--- config.mk ---
export PLATFORM = sky130hd
export DESIGN_NAME = spiev_top
export DESIGN_NICKNAME = d
export VERILOG_FILES = /design/src/design/spiev_pkg.sv /design/src/design/spiev_top.sv
export SDC_FILE = /design/constraint.sdc
export NUM_CORES = 1
export LEC_CHECK = 0
export BUFFER_PORTS_ARGS = -buffer_cell sky130_fd_sc_hd__clkbuf_2
export CAP_MARGIN = 20
export CORE_MARGIN = 2
export CORE_UTILIZATION = 56
export CTS_BUF_LIST = sky130_fd_sc_hd__clkbuf_4 sky130_fd_sc_hd__clkbuf_8
export DETAILED_ROUTE_END_ITERATION = 8
export PLACE_DENSITY = 0.87
export SLEW_MARGIN = 20
export SYNTH_ARGS = -nofsm -noshare
export SYNTH_HDL_FRONTEND = slang
export SYNTH_SLANG_ARGS = --single-unit
--- constraint.sdc ---
create_clock -name mclk_i -period 4.5 [get_ports mclk_i]
set_input_delay 0.45 -clock mclk_i [delete_from_list [all_inputs] [get_ports mclk_i]]
set_output_delay 0.45 -clock mclk_i [all_outputs]
set_load 0.01 [all_outputs]
--- src/design/spiev_pkg.sv ---
// package of the serial-port status and event block: offsets, bit positions, reset values, carriers
// assumes one 16-bit register port on the system clock
package spiev_pkg;

  // ****************************************
  // register map
  // ****************************************
  localparam logic [3:0] SPIEV_ADDR_STAT = 4'h0;
  localparam logic [3:0] SPIEV_ADDR_MASK = 4'h1;
  localparam logic [3:0] SPIEV_ADDR_CTRL = 4'h2;
  localparam logic [3:0] SPIEV_ADDR_CNT = 4'h3;

  // ****************************************
  // status and mask bit positions
  // ****************************************
  localparam int SPIEV_B_FRAME_ERROR_FLAG = 12;
  localparam int SPIEV_B_BUSY = 11;
  localparam int SPIEV_B_TUR = 8;
  localparam int SPIEV_B_SHIFT_REG_EMPTY_FLAG = 7;
  localparam int SPIEV_B_ROV = 6;
  localparam int SPIEV_B_RBE = 5;
  localparam int SPIEV_B_TBE = 3;
  localparam int SPIEV_B_TBF = 1;
  localparam int SPIEV_B_RBF = 0;
  localparam logic [15:0] SPIEV_STAT_IMPL = 16'h19EB;
  localparam logic [15:0] SPIEV_STAT_RST = 16'h00A8;
  localparam logic [15:0] SPIEV_MASK_RST = 16'h0000;

  // ****************************************
  // control register bits
  // ****************************************
  localparam int SPIEV_C_EN = 0;
  localparam int SPIEV_C_IGNORE_UNDERRUN = 1;
  localparam int SPIEV_C_ENH = 2;
  localparam logic [2:0] SPIEV_CTRL_RST = 3'h0;

  localparam int SPIEV_CNT_W = 6;
  localparam int SPIEV_DEPTH = 32;

  typedef struct packed {
    logic [3:0] addr;
    logic [15:0] wdata;
    logic wr;
    logic rd;
  } spiev_bus_t;

  // raw events from the port datapath
  typedef struct packed {
    logic frame_err;
    logic busy;
    logic underrun;
    logic tx_sr_full;
    logic rx_done;
    logic tx_load;
    logic buf_read;
    logic buf_write;
    logic [SPIEV_CNT_W-1:0] rx_elm;
    logic [SPIEV_CNT_W-1:0] tx_elm;
  } spiev_evt_t;

endpackage

--- src/design/spiev_top.sv ---
// status flags and interrupt event gating of a serial peripheral port
// assumes event inputs come from port logic on mclk_i; the link clock is a foreign pin
`timescale 1ns/100ps
module spiev_top
  import spiev_pkg::*;
#(
  parameter int CNT_W = SPIEV_CNT_W,
  parameter int DEPTH = SPIEV_DEPTH
) (
  input wire logic mclk_i,
  input wire logic arst_n_i,
  input wire logic [3:0] addr_i,
  input wire logic [15:0] wdata_i,
  input wire logic wr_i,
  input wire logic rd_i,
  output logic [15:0] rdata_o,
  input wire logic sck_i,
  input wire logic frame_err_i,
  input wire logic underrun_i,
  input wire logic tx_sr_full_i,
  input wire logic rx_done_i,
  input wire logic tx_load_i,
  input wire logic buf_read_i,
  input wire logic buf_write_i,
  input wire logic [CNT_W-1:0] rx_elm_i,
  input wire logic [CNT_W-1:0] tx_elm_i,
  output logic port_enable_o,
  output logic ignore_underrun_o,
  output logic enhanced_o,
  output logic irq_o
);

  // ****************************************
  // state
  // ****************************************
  typedef struct packed {
    logic [15:0] rdata;
    logic frm;
    logic tur;
    logic rov;
    logic rbe;
    logic tbe;
    logic rbf;
    logic tbf;
    logic [15:0] mask;
    logic [2:0] ctrl;
    logic [2:0] sck_sync;
    logic [3:0] idle_cnt;
    logic irq;
  } spiev_state_t;

  spiev_state_t s_q;
  spiev_state_t s_d;
  logic [15:0] stat;
  logic busy;
  logic shift_reg_empty_flag;
  logic [15:0] events;

  localparam spiev_state_t S_RST = '{
    rdata: 16'h0000, frm: 1'b0, tur: 1'b0, rov: 1'b0, rbe: 1'b1, tbe: 1'b1, rbf: 1'b0, tbf: 1'b0,
    mask: SPIEV_MASK_RST, ctrl: SPIEV_CTRL_RST, sck_sync: 3'h0, idle_cnt: 4'h0, irq: 1'b0};

  function automatic logic is_zero(input logic [CNT_W-1:0] v);
    return v == '0;
  endfunction

  // ****************************************
  // status view
  // ****************************************
  always_comb begin
    busy = (s_q.idle_cnt != 4'h0) | tx_sr_full_i | ~shift_reg_empty_flag_raw();
    shift_reg_empty_flag = ~tx_sr_full_i & (s_q.ctrl[SPIEV_C_ENH] ? is_zero(tx_elm_i) : s_q.tbe);
    stat = 16'h0000;
    stat[SPIEV_B_FRAME_ERROR_FLAG] = s_q.frm;
    stat[SPIEV_B_BUSY] = busy;
    stat[SPIEV_B_TUR] = s_q.tur;
    stat[SPIEV_B_SHIFT_REG_EMPTY_FLAG] = shift_reg_empty_flag;
    stat[SPIEV_B_ROV] = s_q.rov;
    stat[SPIEV_B_RBE] = s_q.ctrl[SPIEV_C_ENH] ? is_zero(rx_elm_i) : s_q.rbe;
    stat[SPIEV_B_TBE] = s_q.ctrl[SPIEV_C_ENH] ? is_zero(tx_elm_i) : s_q.tbe;
    stat[SPIEV_B_TBF] = s_q.ctrl[SPIEV_C_ENH] ? (tx_elm_i == CNT_W'(DEPTH-1)) : s_q.tbf;
    stat[SPIEV_B_RBF] = s_q.ctrl[SPIEV_C_ENH] ? (rx_elm_i == CNT_W'(DEPTH-1)) : s_q.rbf;
    stat = stat & SPIEV_STAT_IMPL;
    events = stat & s_q.mask;
  end

  function automatic logic shift_reg_empty_flag_raw();
    return s_q.ctrl[SPIEV_C_ENH] ? is_zero(tx_elm_i) : s_q.tbe;
  endfunction

  // ****************************************
  // next state
  // ****************************************
  always_comb begin
    logic clr_wr;
    logic rx_full_now;
    clr_wr = wr_i & (addr_i == SPIEV_ADDR_STAT);
    rx_full_now = s_q.ctrl[SPIEV_C_ENH] ? (rx_elm_i == CNT_W'(DEPTH-1)) : s_q.rbf;
    s_d = s_q;
    s_d.sck_sync = {s_q.sck_sync[1:0], sck_i};
    // activity holds for a few cycles after the last link clock edge
    if (s_q.sck_sync[2] != s_q.sck_sync[1]) begin
      s_d.idle_cnt = 4'hF;
    end else if (s_q.idle_cnt != 4'h0) begin
      s_d.idle_cnt = s_q.idle_cnt - 4'h1;
    end
    // frm and rov: a write of zero clears, a new event wins; tur ignores writes; cleared while port off, tracks underrun_i if ignore-underrun
    if (clr_wr && !wdata_i[SPIEV_B_FRAME_ERROR_FLAG]) begin
      s_d.frm = 1'b0;
    end
    if (frame_err_i) begin
      s_d.frm = 1'b1;
    end
    if (clr_wr && !wdata_i[SPIEV_B_ROV]) begin
      s_d.rov = 1'b0;
    end
    if (rx_done_i && rx_full_now) begin
      s_d.rov = 1'b1;
    end
    if (s_q.ctrl[SPIEV_C_IGNORE_UNDERRUN]) begin
      s_d.tur = underrun_i;
    end else if (underrun_i) begin
      s_d.tur = 1'b1;
    end
    if (!s_q.ctrl[SPIEV_C_EN]) begin
      s_d.tur = 1'b0;
    end
    // standard buffer tracking
    if (buf_read_i) begin
      s_d.rbe = 1'b1;
      s_d.rbf = 1'b0;
    end
    if (rx_done_i && !rx_full_now) begin
      s_d.rbe = 1'b0;
      s_d.rbf = 1'b1;
    end
    if (tx_load_i) begin
      s_d.tbe = 1'b1;
      s_d.tbf = 1'b0;
    end
    if (buf_write_i) begin
      s_d.tbe = 1'b0;
      s_d.tbf = 1'b1;
    end
    if (wr_i && addr_i == SPIEV_ADDR_MASK) begin
      s_d.mask = wdata_i & SPIEV_STAT_IMPL;
    end
    if (wr_i && addr_i == SPIEV_ADDR_CTRL) begin
      s_d.ctrl = wdata_i[2:0];
    end
    s_d.rdata = 16'h0000;
    if (rd_i) begin
      case (addr_i)
        SPIEV_ADDR_STAT: s_d.rdata = stat;
        SPIEV_ADDR_MASK: s_d.rdata = s_q.mask;
        SPIEV_ADDR_CTRL: s_d.rdata = {13'h0000, s_q.ctrl};
        SPIEV_ADDR_CNT: s_d.rdata = {{(8-CNT_W){1'b0}}, tx_elm_i, {(8-CNT_W){1'b0}}, rx_elm_i};
        default: s_d.rdata = 16'h0000;
      endcase
    end
    s_d.irq = |events;
  end

  always_ff @(posedge mclk_i or negedge arst_n_i) begin
    if (!arst_n_i) begin
      s_q <= S_RST;
    end else begin
      s_q <= s_d;
    end
  end

  assign rdata_o = s_q.rdata;
  assign port_enable_o = s_q.ctrl[SPIEV_C_EN];
  assign ignore_underrun_o = s_q.ctrl[SPIEV_C_IGNORE_UNDERRUN];
  assign enhanced_o = s_q.ctrl[SPIEV_C_ENH];
  assign irq_o = s_q.irq;

endmodule // spiev_top

==> results.txt, run 1 <==
----------------------------------------------------
[Status]
  Result of the run ... finished, final reports clean

[Synth]
  Mean post-synth cell area ... 10.6 um^2
  Ranking of synthesized cells by area ... dfrtp_1, mux2_2, buf_4, nor2_1, dfstp_2
  Synth cell types ... 44
  Gate Count Post-Synth ... 190
  Post-synth design cell area ... 2010 um^2
  Synth warnings ... 0
  Sequential share of the synthesized area ... roughly half
  Count of flip-flops with a built-in enable after synthesis ... 0
  FFs w/ async S/R, synth ... 100%
  Register bit count reported by yosys ... 41
  Most used DFF post-synth ... dfrtp_1
  Post-synthesis cell type with the largest combined area ... dfrtp_1
  Yosys top cell area share ... between 40% and 50%

[Global route]
  Residual overflow from global routing ... 0
  Via count of the first global-routing pass ... 1540
  Number of antenna violations at the first check in global routing ... 0
  Gr usage total ... a little under a quarter
  Largest net degree at the start of global routing ... 42
  Global-route wire length before repair ... 7180 um

[Timing]
  Post-route clock period utilization ... between 30% and 40%
  Peak Freq ... 567 MHz
  Clock period minus worst slack ... 1760 ps
  Aggregate negative setup slack ... 0 ps
  Slew HR ... 59.2%
  Setup repair after global routing missed its margin ... false
  Slew Limit Fails ... 0
  Number of endpoints with negative hold slack in the final report ... 0
  Setup violators final ... 0
  Worst clock skew on the final layout ... ~8.3 ps
  Slew of the pin with the lowest slew margin ... 607 ps

[CTS]
  Buffers inserted during post-CTS setup optimization ... 0
  Later-pin clock latency in the skew report ... 350 ps
  CTS H-tree lvls ... 2
  Number of buffers created by CTS ... 5
  Post-cts sizing count ... 0
  Hold buffer count at cts ... 0
  CTS tree ... built
  Clock transition time at the flip-flop clock pins of the worst setup and hold paths ... 120 ps
  Root buffer cell ... clkbuf_4
  Maximum clock path buffer count ... 2
  Clk sink count ... 41

[Setup path]
  Worst path required time ... 4800 ps
  Worst reg2reg path startpoint ... enhanced_o$_DFFE_PN0P_
  Largest fanout on the critical path ... 13
  Flop-to-flop setup slack ... 2740 ps
  Category of the most critical setup path ... reg2reg
  Worst path arrival time ... just over 2000 ps
  Cell depth of the worst flop-to-flop path ... 4
  Worst setup startpoint ... enhanced_o$_DFFE_PN0P_
  CP endpoint kind ... flop
  Startpoint types ... flop

[Run]
  Max Cap Violations ... 0

[Detailed routing]
  Post-route DRC ... 0
  Detailed-route vias per instance ... 5.65
  First-pass iteration count of the detailed router ... 4
  Number of nets still failing antenna checks after routing ... 0
  Drt total wl ... 4270 um
  Detailed-route wire length per cell ... about 15 um
  Number of DRC violations after detailed-routing iteration 0 ... 114
  Vias ... 1570

[Cells and area]
  Post-layout instance area ... 2310 um^2
  Fraction of final layout cells sized beyond drive strength 1 ... a little over a third
  Growth of design area from synthesis to finish ... 14.6%
  Antenna diode instance count ... 0
  Final #Nets ... between 200 and 300

[Die]
  Number of standard-cell rows in the floorplan ... 21
  Total die area ... slightly above 4000 um^2
  Number of I/O pins ... 64
  Area of the core region ... 3390 um^2
  Vert. Die Dim ... 64.0 um
  Effective utilization at floorplan ... between 50 and 60%
  Die width ... 64.0 um

[Power and ir drop]
  Static leakage ... 0.00111 uW
  Peak ir drop on the vdd network ... ~0.00029 V
  PD cells ... about 370 nW/um^2

[Placement]
  Half-perimeter wire length after placement ... 3190 um
  RD Place Congestion ... 0.860
  Placed standard-cell area ... 2200 um^2
  Count of port buffers added during placement ... 55

[Min path]
  Min-delay worst type ... in2async

----------------------------------------------------
[per-stage QoR]
stage                     worst slack [ps]  total power (uW)  cells  hold slack, ps  utilization [%]
final                                 2740               857    278            56.5             68.1
after floorplan                       2860               555    191             154                -
after global placement                2590               612    269             334             64.9
after detailed placement              2540               620    269             370             64.9
after global routing                  2620               903    278            80.8             68.1
after CTS                             2740               858    277             184             67.3
[report_power, final]
| group | internal, uW | switching, uW | leakage [uW] | total [uW] |
|---|---|---|---|---|
| Clock | 123 | 117 | 0.0000456 | 239 |
| Combinational | 81.4 | 82.6 | 0.000562 | 164 |
| Sequential | 412 | 41.8 | 0.000499 | 454 |
| Total | 616 | 241 | 0.00111 | 857 |
[cell families (layout without fill, tap and decap cells)]
family / after synthesis / in the layout / synth area share, %
other: 1 / 2 / 0.186
flip-flops: 41 / 41 / 51.1
buffers and inverters: 32 / 73 / 9.13
AO/OA/AOI/OAI: 35 / 35 / 10.8
adder cells (fa/ha/maj): 2 / 2 / 1.24
XOR/XNOR: 3 / 3 / 1.30
AND/OR/NAND/NOR: 56 / 56 / 15.4
multiplexers: 20 / 20 / 10.9
[routing by layer]
layer / global-route usage (%) / share of wire (%)
met1: 30.3 / 42
met2: 35.4 / 47
met3: 6.87 / 9.0
met4: 10.6 / 2.0
met5: 0 / 0
[synthesized netlist by cell type (all sizes together), types with 2 or more instances]
| cell | count |
|---|---|
| nor2 | 16 |
| or3 | 2 |
| clkbuf | 4 |
| nor4 | 2 |
| o22ai | 4 |
| a31oi | 2 |
| or4 | 2 |
| o21ai | 9 |
| nor3 | 2 |
| ha | 2 |
| and2 | 4 |
| mux2 | 15 |
| a21oi | 10 |
| buf | 19 |
| dfstp | 2 |
| nand4b | 3 |
| xnor2 | 2 |
| mux2i | 5 |
| nor2b | 3 |
| nand2 | 11 |
| inv | 9 |
| dfrtp | 39 |
| a222oi | 2 |
| a22oi | 2 |
| nand3 | 3 |
[layout by cell type, fill, tap and decap left out, drive strengths merged, types with 2 or more instances in the layout]
master	count
clkbuf	61
dfrtp	39
nor2	16
mux2	15
nand2	11
a21oi	10
inv	9
o21ai	9
mux2i	5
and2	4
o22ai	4
nand3	3
nor2b	3
nand4b	3
a31oi	2
or4	2
nor3	2
or3	2
a222oi	2
a22oi	2
xnor2	2
ha	2
conb	2
dfstp	2
nor4	2
[sequential cells by signal (all words and copies together), names as in the netlist]
register / flops
s_q: 21
rdata_o: 14
ignore_underrun_o: 1
enhanced_o: 1
s_d: 2
irq_o: 1
port_enable_o: 1
[worst paths after layout]
check,end
max,rdata_o[7]$_DFF_PN0_
min,s_q[2]$_DFFE_PN0P_
max reg2reg,rdata_o[7]$_DFF_PN0_
min reg2reg,s_d[7]$_DFF_PN0_
max in group asynchronous,s_q[29]$_DFFE_PN1P_
min in group mclk_i,s_d[6]$_DFF_PN0_
[worst max-delay path, stage by stage (launching register included)]
cell	delay [ps]
dfrtp_1	580
or4b_4	530
o32a_1	230
mux2_2	280
nor2_2	80
[area by class of cell]
| class | count | area [um^2] |
|---|---|---|
| tap | 46 | 57.6 |
| clock buffer | 6 | 45.0 |
| sequential | 41 | 1030 |
| fill | 272 | 1080 |
| clock inverter | 2 | 35.0 |
| multi-input combinational | 118 | 806 |
| timing repair buffer | 56 | 303 |
| inverter | 9 | 33.8 |
Note: power is estimated with default switching activity, not from simulation.
==> inputs of run 2 (changes only) <==
- CORE_UTILIZATION: 56 -> 47
- PLACE_DENSITY: 0.87 -> 0.78
- clock period: 4.5 -> 1.5 ns (I/O delays scaled with it)
==> run 2 against run 1 <==
Against the previous run: worst setup slack got worse by 2700 ps; utilization fell by 7.5 points; routed wire length rose by 2.4%; global-route usage fell by 4.2 points; clock power rose to 3.3 times the previous value; non-clock buffer count rose by 14; clock skew fell by 3.5 ps; register-to-register slack got worse by 2700 ps; maximum frequency rose by 18%; hold slack got worse by 8.9 ps.
==> results.txt, run 2 (synthesized netlist as in run 1, its figures left out) <==
----------------------------------------------------
[Setup path]
  CP endpoint kind ... flop
  Startpoint types ... flop
  Cell at the slowest stage of the critical path ... or4b_4
  Category of the most critical setup path ... reg2reg
  Critical Path Max Stage Delay ... roughly 470 ps
  Largest fanout on the critical path ... 4
  Kind of cell with the highest combined delay on the critical path ... simple AND/OR/NAND/NOR gates
  Worst path required time ... 1730 ps
  Reg-to-reg endpoint ... rdata_o[7]$_DFF_PN0_
  Flop-to-flop setup slack ... 10 ps
  Crit path cell chain ... or4b_4, o32a_1, mux2_4, nor2_4
  Worst reg2reg path startpoint ... enhanced_o$_DFFE_PN0P_
  Worst Path Buf+Inv ... 0
  Worst path arrival time ... 1710 ps
  Cell depth of the worst flop-to-flop path ... 4

[Global route]
  Residual overflow from global routing ... 0
  Global-route wire length before repair ... 7210 um
  Largest net degree at the start of global routing ... 25
  Gr usage total ... around a fifth
  Number of antenna violations at the first check in global routing ... 0
  Via count of the first global-routing pass ... 1529

[CTS]
  Buffers inserted during post-CTS setup optimization ... 0
  CTS tree ... built
  Clk sink count ... 41
  CTS H-tree lvls ... 2
  Later-pin clock latency in the skew report ... around 280 ps
  Maximum clock path buffer count ... 2
  Clock transition time at the flip-flop clock pins of the worst setup and hold paths ... 80 ps
  Root buffer cell ... clkbuf_8
  Number of buffers created by CTS ... 5

[Power and ir drop]
  Peak ir drop on the vdd network ... 0.000744 V
  Static leakage ... 0.00118 uW
  PD cells ... between 1000 and 1500 nW/um^2
  Net switching power ... 744 uW
  P_int ... 1940 uW
  Sw Share ... 27.7%
  Flop pwr share ... 50.0%
  Proportion of power drawn by combinational gates ... 20.9%
  Part of the power in the clock network ... 29.0%

[Status]
  Result of the run ... finished, final reports clean

[Die]
  Number of standard-cell rows in the floorplan ... 23
  Total die area ... 4830 um^2
  Effective utilization at floorplan ... 49.6%
  Area of the core region ... 4060 um^2
  Vert. Die Dim ... 69.5 um
  Number of I/O pins ... 64
  Die width ... 69.5 um

[Min path]
  Min-delay worst type ... in2reg
  Endpoint, Worst Hold ... s_q[33]$_DFFE_PN0P_
  Source of the worst hold timing path ... frame_err_i
  Cell depth of the worst min-delay path ... 2

[Cells and area]
  Non-filler instance count after layout ... 296
  Layout fillers ... 355
  Final standard cell utilization of the core ... 60.6%
  Storage cell area ... 1030 um^2
  Most common cell after layout, fill and taps aside ... clkbuf_2
  Top library cells by usage in the layout, fill and taps aside ... clkbuf_2, dfrtp_1, nor2_1
  Flip-flop count of the largest register, all copies and words added ... 21
  Post-layout instance area ... 2460 um^2
  Growth of design area from synthesis to finish ... 22.1%
  Antenna diode instance count ... 0
  Fraction of final layout cells sized beyond drive strength 1 ... between 30% and 40%
  Register with the most flip-flops ... s_q
  Multi-input combinational cell area ... 823 um^2
  Final #Nets ... approximately 290

[Timing]
  Setup repair after global routing missed its margin ... true
  Post-route clock period utilization ... 99.3%
  Clock period minus worst slack ... between 1000 and 1500 ps
  Aggregate negative setup slack ... 0 ps
  Setup violators final ... 0
  Worst Hold Slack ... 47.6 ps
  Peak Freq ... 672 MHz
  Number of endpoints with negative hold slack in the final report ... 0
  Worst clock skew on the final layout ... 4.80 ps
  Slew Limit Fails ... 0

[Detailed routing]
  First-pass iteration count of the detailed router ... 4
  Vias ... approximately 1600
  Post-route DRC ... 0
  Drt total wl ... approximately 4400 um
  Detailed-route wire length per cell ... 14.8 um
  Detailed-route vias per instance ... 5.32
  Number of DRC violations after detailed-routing iteration 0 ... roughly 130
  Number of nets still failing antenna checks after routing ... 0

[Placement]
  Placed cell count ... 284
  Placed standard-cell area ... 2310 um^2
  Half-perimeter wire length after placement ... 3360 um
  Count of port buffers added during placement ... 55
  RD Place Congestion ... roughly 0.91

[Run]
  Max Cap Violations ... 0

----------------------------------------------------
[run 2: how the worst max path moves through the flow]
stage	startpoint	slack, ps	cells past startpoint	endpoint
detailed placement	s_q[1]$_DFFE_PN0P_	40	5	irq_o$_DFF_PN0_
finish	enhanced_o$_DFFE_PN0P_	10	4	rdata_o[7]$_DFF_PN0_
CTS	enhanced_o$_DFFE_PN0P_	20	4	rdata_o[7]$_DFF_PN0_
floorplan	enhanced_o$_DFFE_PN0P_	6	4	rdata_o[7]$_DFF_PN0_
global route	enhanced_o$_DFFE_PN0P_	-50	4	rdata_o[7]$_DFF_PN0_
global placement	s_q[33]$_DFFE_PN0P_	50	4	irq_o$_DFF_PN0_
[run 2: layout make-up]
cell class	instances	share of cell area [%]
clock buffers	7	3.92
clock inverters	1	0.203
inverters	9	1.37
multi-input cells	118	33.5
flip-flops and latches	41	41.8
well taps	50	2.54
repair buffers	70	16.7
[run 2: power groups by stage]
stage	combinational, uW	clock (uW)	sequential [uW]
after global placement	534	0	1360
after detailed placement	541	0	1360
final	561	779	1340
after floorplan	326	0	1340
after global routing	622	866	1360
after CTS	552	804	1340
[run 2: what timing repair did]
item                       CTS  global route
hold endpoints to repair    17             1
setup endpoints to repair    0             4
resized for setup            0             5
hold buffers                 3             1
[run 2: metrics by stage]
stage / setup WS, ps / total power (uW)
CTS: 23.9 / 2690
floorplan: 5.64 / 1670
global route: -51.2 / 2850
finish: 11.0 / 2680
global placement: 51.4 / 1890
detailed placement: 39.0 / 1900
[run 2: routing by layer]
| metal | vias up | global-route usage, % | routed length (um) |
|---|---|---|---|
| met4 | 0 | 6.54 | 63 |
| met5 | - | 0 | 0 |
| met1 | 749 | 26.0 | 1980 |
| li1 | 762 | - | - |
| met3 | 6 | 4.80 | 269 |
| met2 | 57 | 29.4 | 2060 |
==> inputs of run 3 (changes only) <==
- CELL_PAD_IN_SITES_DETAIL_PLACEMENT: not set -> 1
- CELL_PAD_IN_SITES_GLOBAL_PLACEMENT: not set -> 2
- CORE_UTILIZATION: 47 -> 29
- PLACE_DENSITY: 0.78 -> not set
- PLACE_DENSITY_LB_ADDON: not set -> 0.1
==> run 3 against run 2 <==
Against the previous run: flip-flop and latch count stayed put; first-iteration DRC count is 57% lower; die area increased by 58%; cell area increased by 5.0%; sequential share of layout area down 2.0 points; clock power rose by 21%.
==> results.txt, run 3 (synthesized netlist as in run 1, its figures left out) <==
----------------------------------------------------
[Setup path]
  Category of the most critical setup path ... reg2reg
  Worst path arrival time ... 1720 ps
  Startpoint types ... flop
  Cell at the slowest stage of the critical path ... or4b_4
  Crit path cell chain ... or4b_4, o32a_1, mux2_4, nor2_2
  Worst path required time ... around 1700 ps
  Largest fanout on the critical path ... 4
  Cell depth of the worst flop-to-flop path ... 4
  CP endpoint kind ... flop
  Critical Path Max Stage Delay ... 460 ps

[Cells and area]
  Fraction of final layout cells sized beyond drive strength 1 ... a little over two fifths
  Growth of design area from synthesis to finish ... 28.2%
  Most common cell after layout, fill and taps aside ... clkbuf_2
  Register with the most flip-flops ... s_q
  Final standard cell utilization of the core ... 38.2%
  Top library cells by usage in the layout, fill and taps aside ... clkbuf_2, dfrtp_1, nor2_1, buf_4, mux2_2
  Antenna diode instance count ... 0
  Flip-flop count of the largest register, all copies and words added ... 21
  Final #Nets ... 297

[Placement]
  Count of port buffers added during placement ... 55
  Placement Setup Slack ... 19.9 ps
  Half-perimeter wire length after placement ... 4360 um
  RD Place Congestion ... 0.778

[Detailed routing]
  Number of nets still failing antenna checks after routing ... 0
  Detailed-route wire length per cell ... 16.5 um
  Drt total wl ... 5470 um
  Number of DRC violations after detailed-routing iteration 0 ... 55
  Detailed-route vias per instance ... 4.86
  Post-route DRC ... 0
  Vias ... about 1600
  First-pass iteration count of the detailed router ... 4

[Timing]
  Slew Limit Fails ... 0
  Peak Freq ... 675 MHz
  Worst clock skew on the final layout ... 6.48 ps
  Setup violators final ... 0
  Clock period minus worst slack ... 1480 ps
  Slew HR ... 66.2%
  Number of endpoints with negative hold slack in the final report ... 0
  Aggregate negative setup slack ... 0 ps
  Slew of the pin with the lowest slew margin ... 508 ps
  Post-route clock period utilization ... a little under 100%
  Setup repair after global routing missed its margin ... true
  Worst Hold Slack ... 43.6 ps
  Post-route setup slack ... 19.1 ps

[Run]
  Max Cap Violations ... 0

[Global route]
  Number of antenna violations at the first check in global routing ... 0
  Residual overflow from global routing ... 0
  Via count of the first global-routing pass ... between 1500 and 2000
  Gr usage total ... 15.4%
  Largest net degree at the start of global routing ... 25
  Global-route wire length before repair ... 9030 um

[Die]
  Number of standard-cell rows in the floorplan ... 30
  Die width ... 87.3 um
  Vert. Die Dim ... 87.3 um
  Number of I/O pins ... 64
  Area of the core region ... a little under 7000 um^2
  Total die area ... 7630 um^2
  Effective utilization at floorplan ... approximately 30%

[Power and ir drop]
  PD cells ... 1120 nW/um^2
  Part of the power in the clock network ... 32.5%
  Peak ir drop on the vdd network ... 0.000455 V
  Flop pwr share ... 46.2%
  Total design power ... 2900 uW
  Sw Share ... 28.0%
  Static leakage ... 0.00122 uW
  P_int ... 2090 uW
  Proportion of power drawn by combinational gates ... 21.3%
  Net switching power ... 812 uW

[CTS]
  Clk sink count ... slightly above 40
  Maximum clock path buffer count ... 2
  CTS H-tree lvls ... 2
  Root buffer cell ... clkbuf_8
  Later-pin clock latency in the skew report ... 290 ps
  Clock transition time at the flip-flop clock pins of the worst setup and hold paths ... 80 ps
  CTS tree ... built
  Number of buffers created by CTS ... 5

[Status]
  Result of the run ... finished, final reports clean

[Min path]
  Cell depth of the worst min-delay path ... 2
  Min-delay worst type ... in2reg

----------------------------------------------------
-- run 3: metrics by stage --
stage	instances	instance area [um^2]
final	332	2580
after global routing	332	2580
after CTS	330	2550
after detailed placement	318	2390
after global placement	318	2390
after floorplan	191	2030
-- run 3: area by class of cell --
cell class              instances  area (um^2)
fillers                       784         4170
clock inverters                 2         37.5
multi-input cells             118          832
flip-flops and latches         41         1030
well taps                      80          100
clock buffers                   6         82.6
inverters                       9         33.8
repair buffers                 76          468
-- run 3: critical path, delay by kind of cell, from the launching register on --
family	cells	cell delay, ps
and+or+nand+nor	2	530
AOI/OAI and AO/OA	1	240
muxes	1	300
DFF	1	350
-- run 3: worst paths after layout --
| check | start | endpoint | slack [ps] |
|---|---|---|---|
| setup / recovery | enhanced_o$_DFFE_PN0P_ | rdata_o[7]$_DFF_PN0_ | 20 |
| hold / removal | tx_load_i | s_q[27]$_DFFE_PN0P_ | 40 |
| setup reg to reg | enhanced_o$_DFFE_PN0P_ | rdata_o[7]$_DFF_PN0_ | 20 |
| hold reg to reg | s_d[6]$_DFF_PN0_ | s_d[7]$_DFF_PN0_ | 370 |
| max in group asynchronous | arst_n_i | rdata_o[1]$_DFF_PN0_ | 650 |
| min in group asynchronous | arst_n_i | s_q[17]$_DFFE_PN0P_ | 350 |
-- run 3: routing by layer --
layer  part of all wire, %  vias to the layer above  global-route usage, %
met2                    48                       44                   24.7
met5                     0                        -                      0
li1                      -                      769                      -
met1                    45                      791                   20.6
met4                   1.8                        0                   5.17
met3                   5.0                       10                   3.22
-- run 3: what timing repair did --
item | CTS | global route
setup buffers | 0 | 2
gates resized for setup | 0 | 6
hold buffers | 4 | 0
setup endpoints to repair | 0 | 6
endpoints found under the hold margin | 18 | 0
-- run 3: power groups by stage --
| stage | sequential, uW | combinational (uW) | clock [uW] |
|---|---|---|---|
| 4_1_cts | 1340 | 607 | 973 |
| 2_1_floorplan | 1340 | 326 | 0 |
| 6_report | 1340 | 618 | 945 |
| 3_5_place_dp | 1360 | 596 | 0 |
| 3_3_place_gp | 1360 | 578 | 0 |
| 5_1_grt | 1360 | 688 | 1030 |
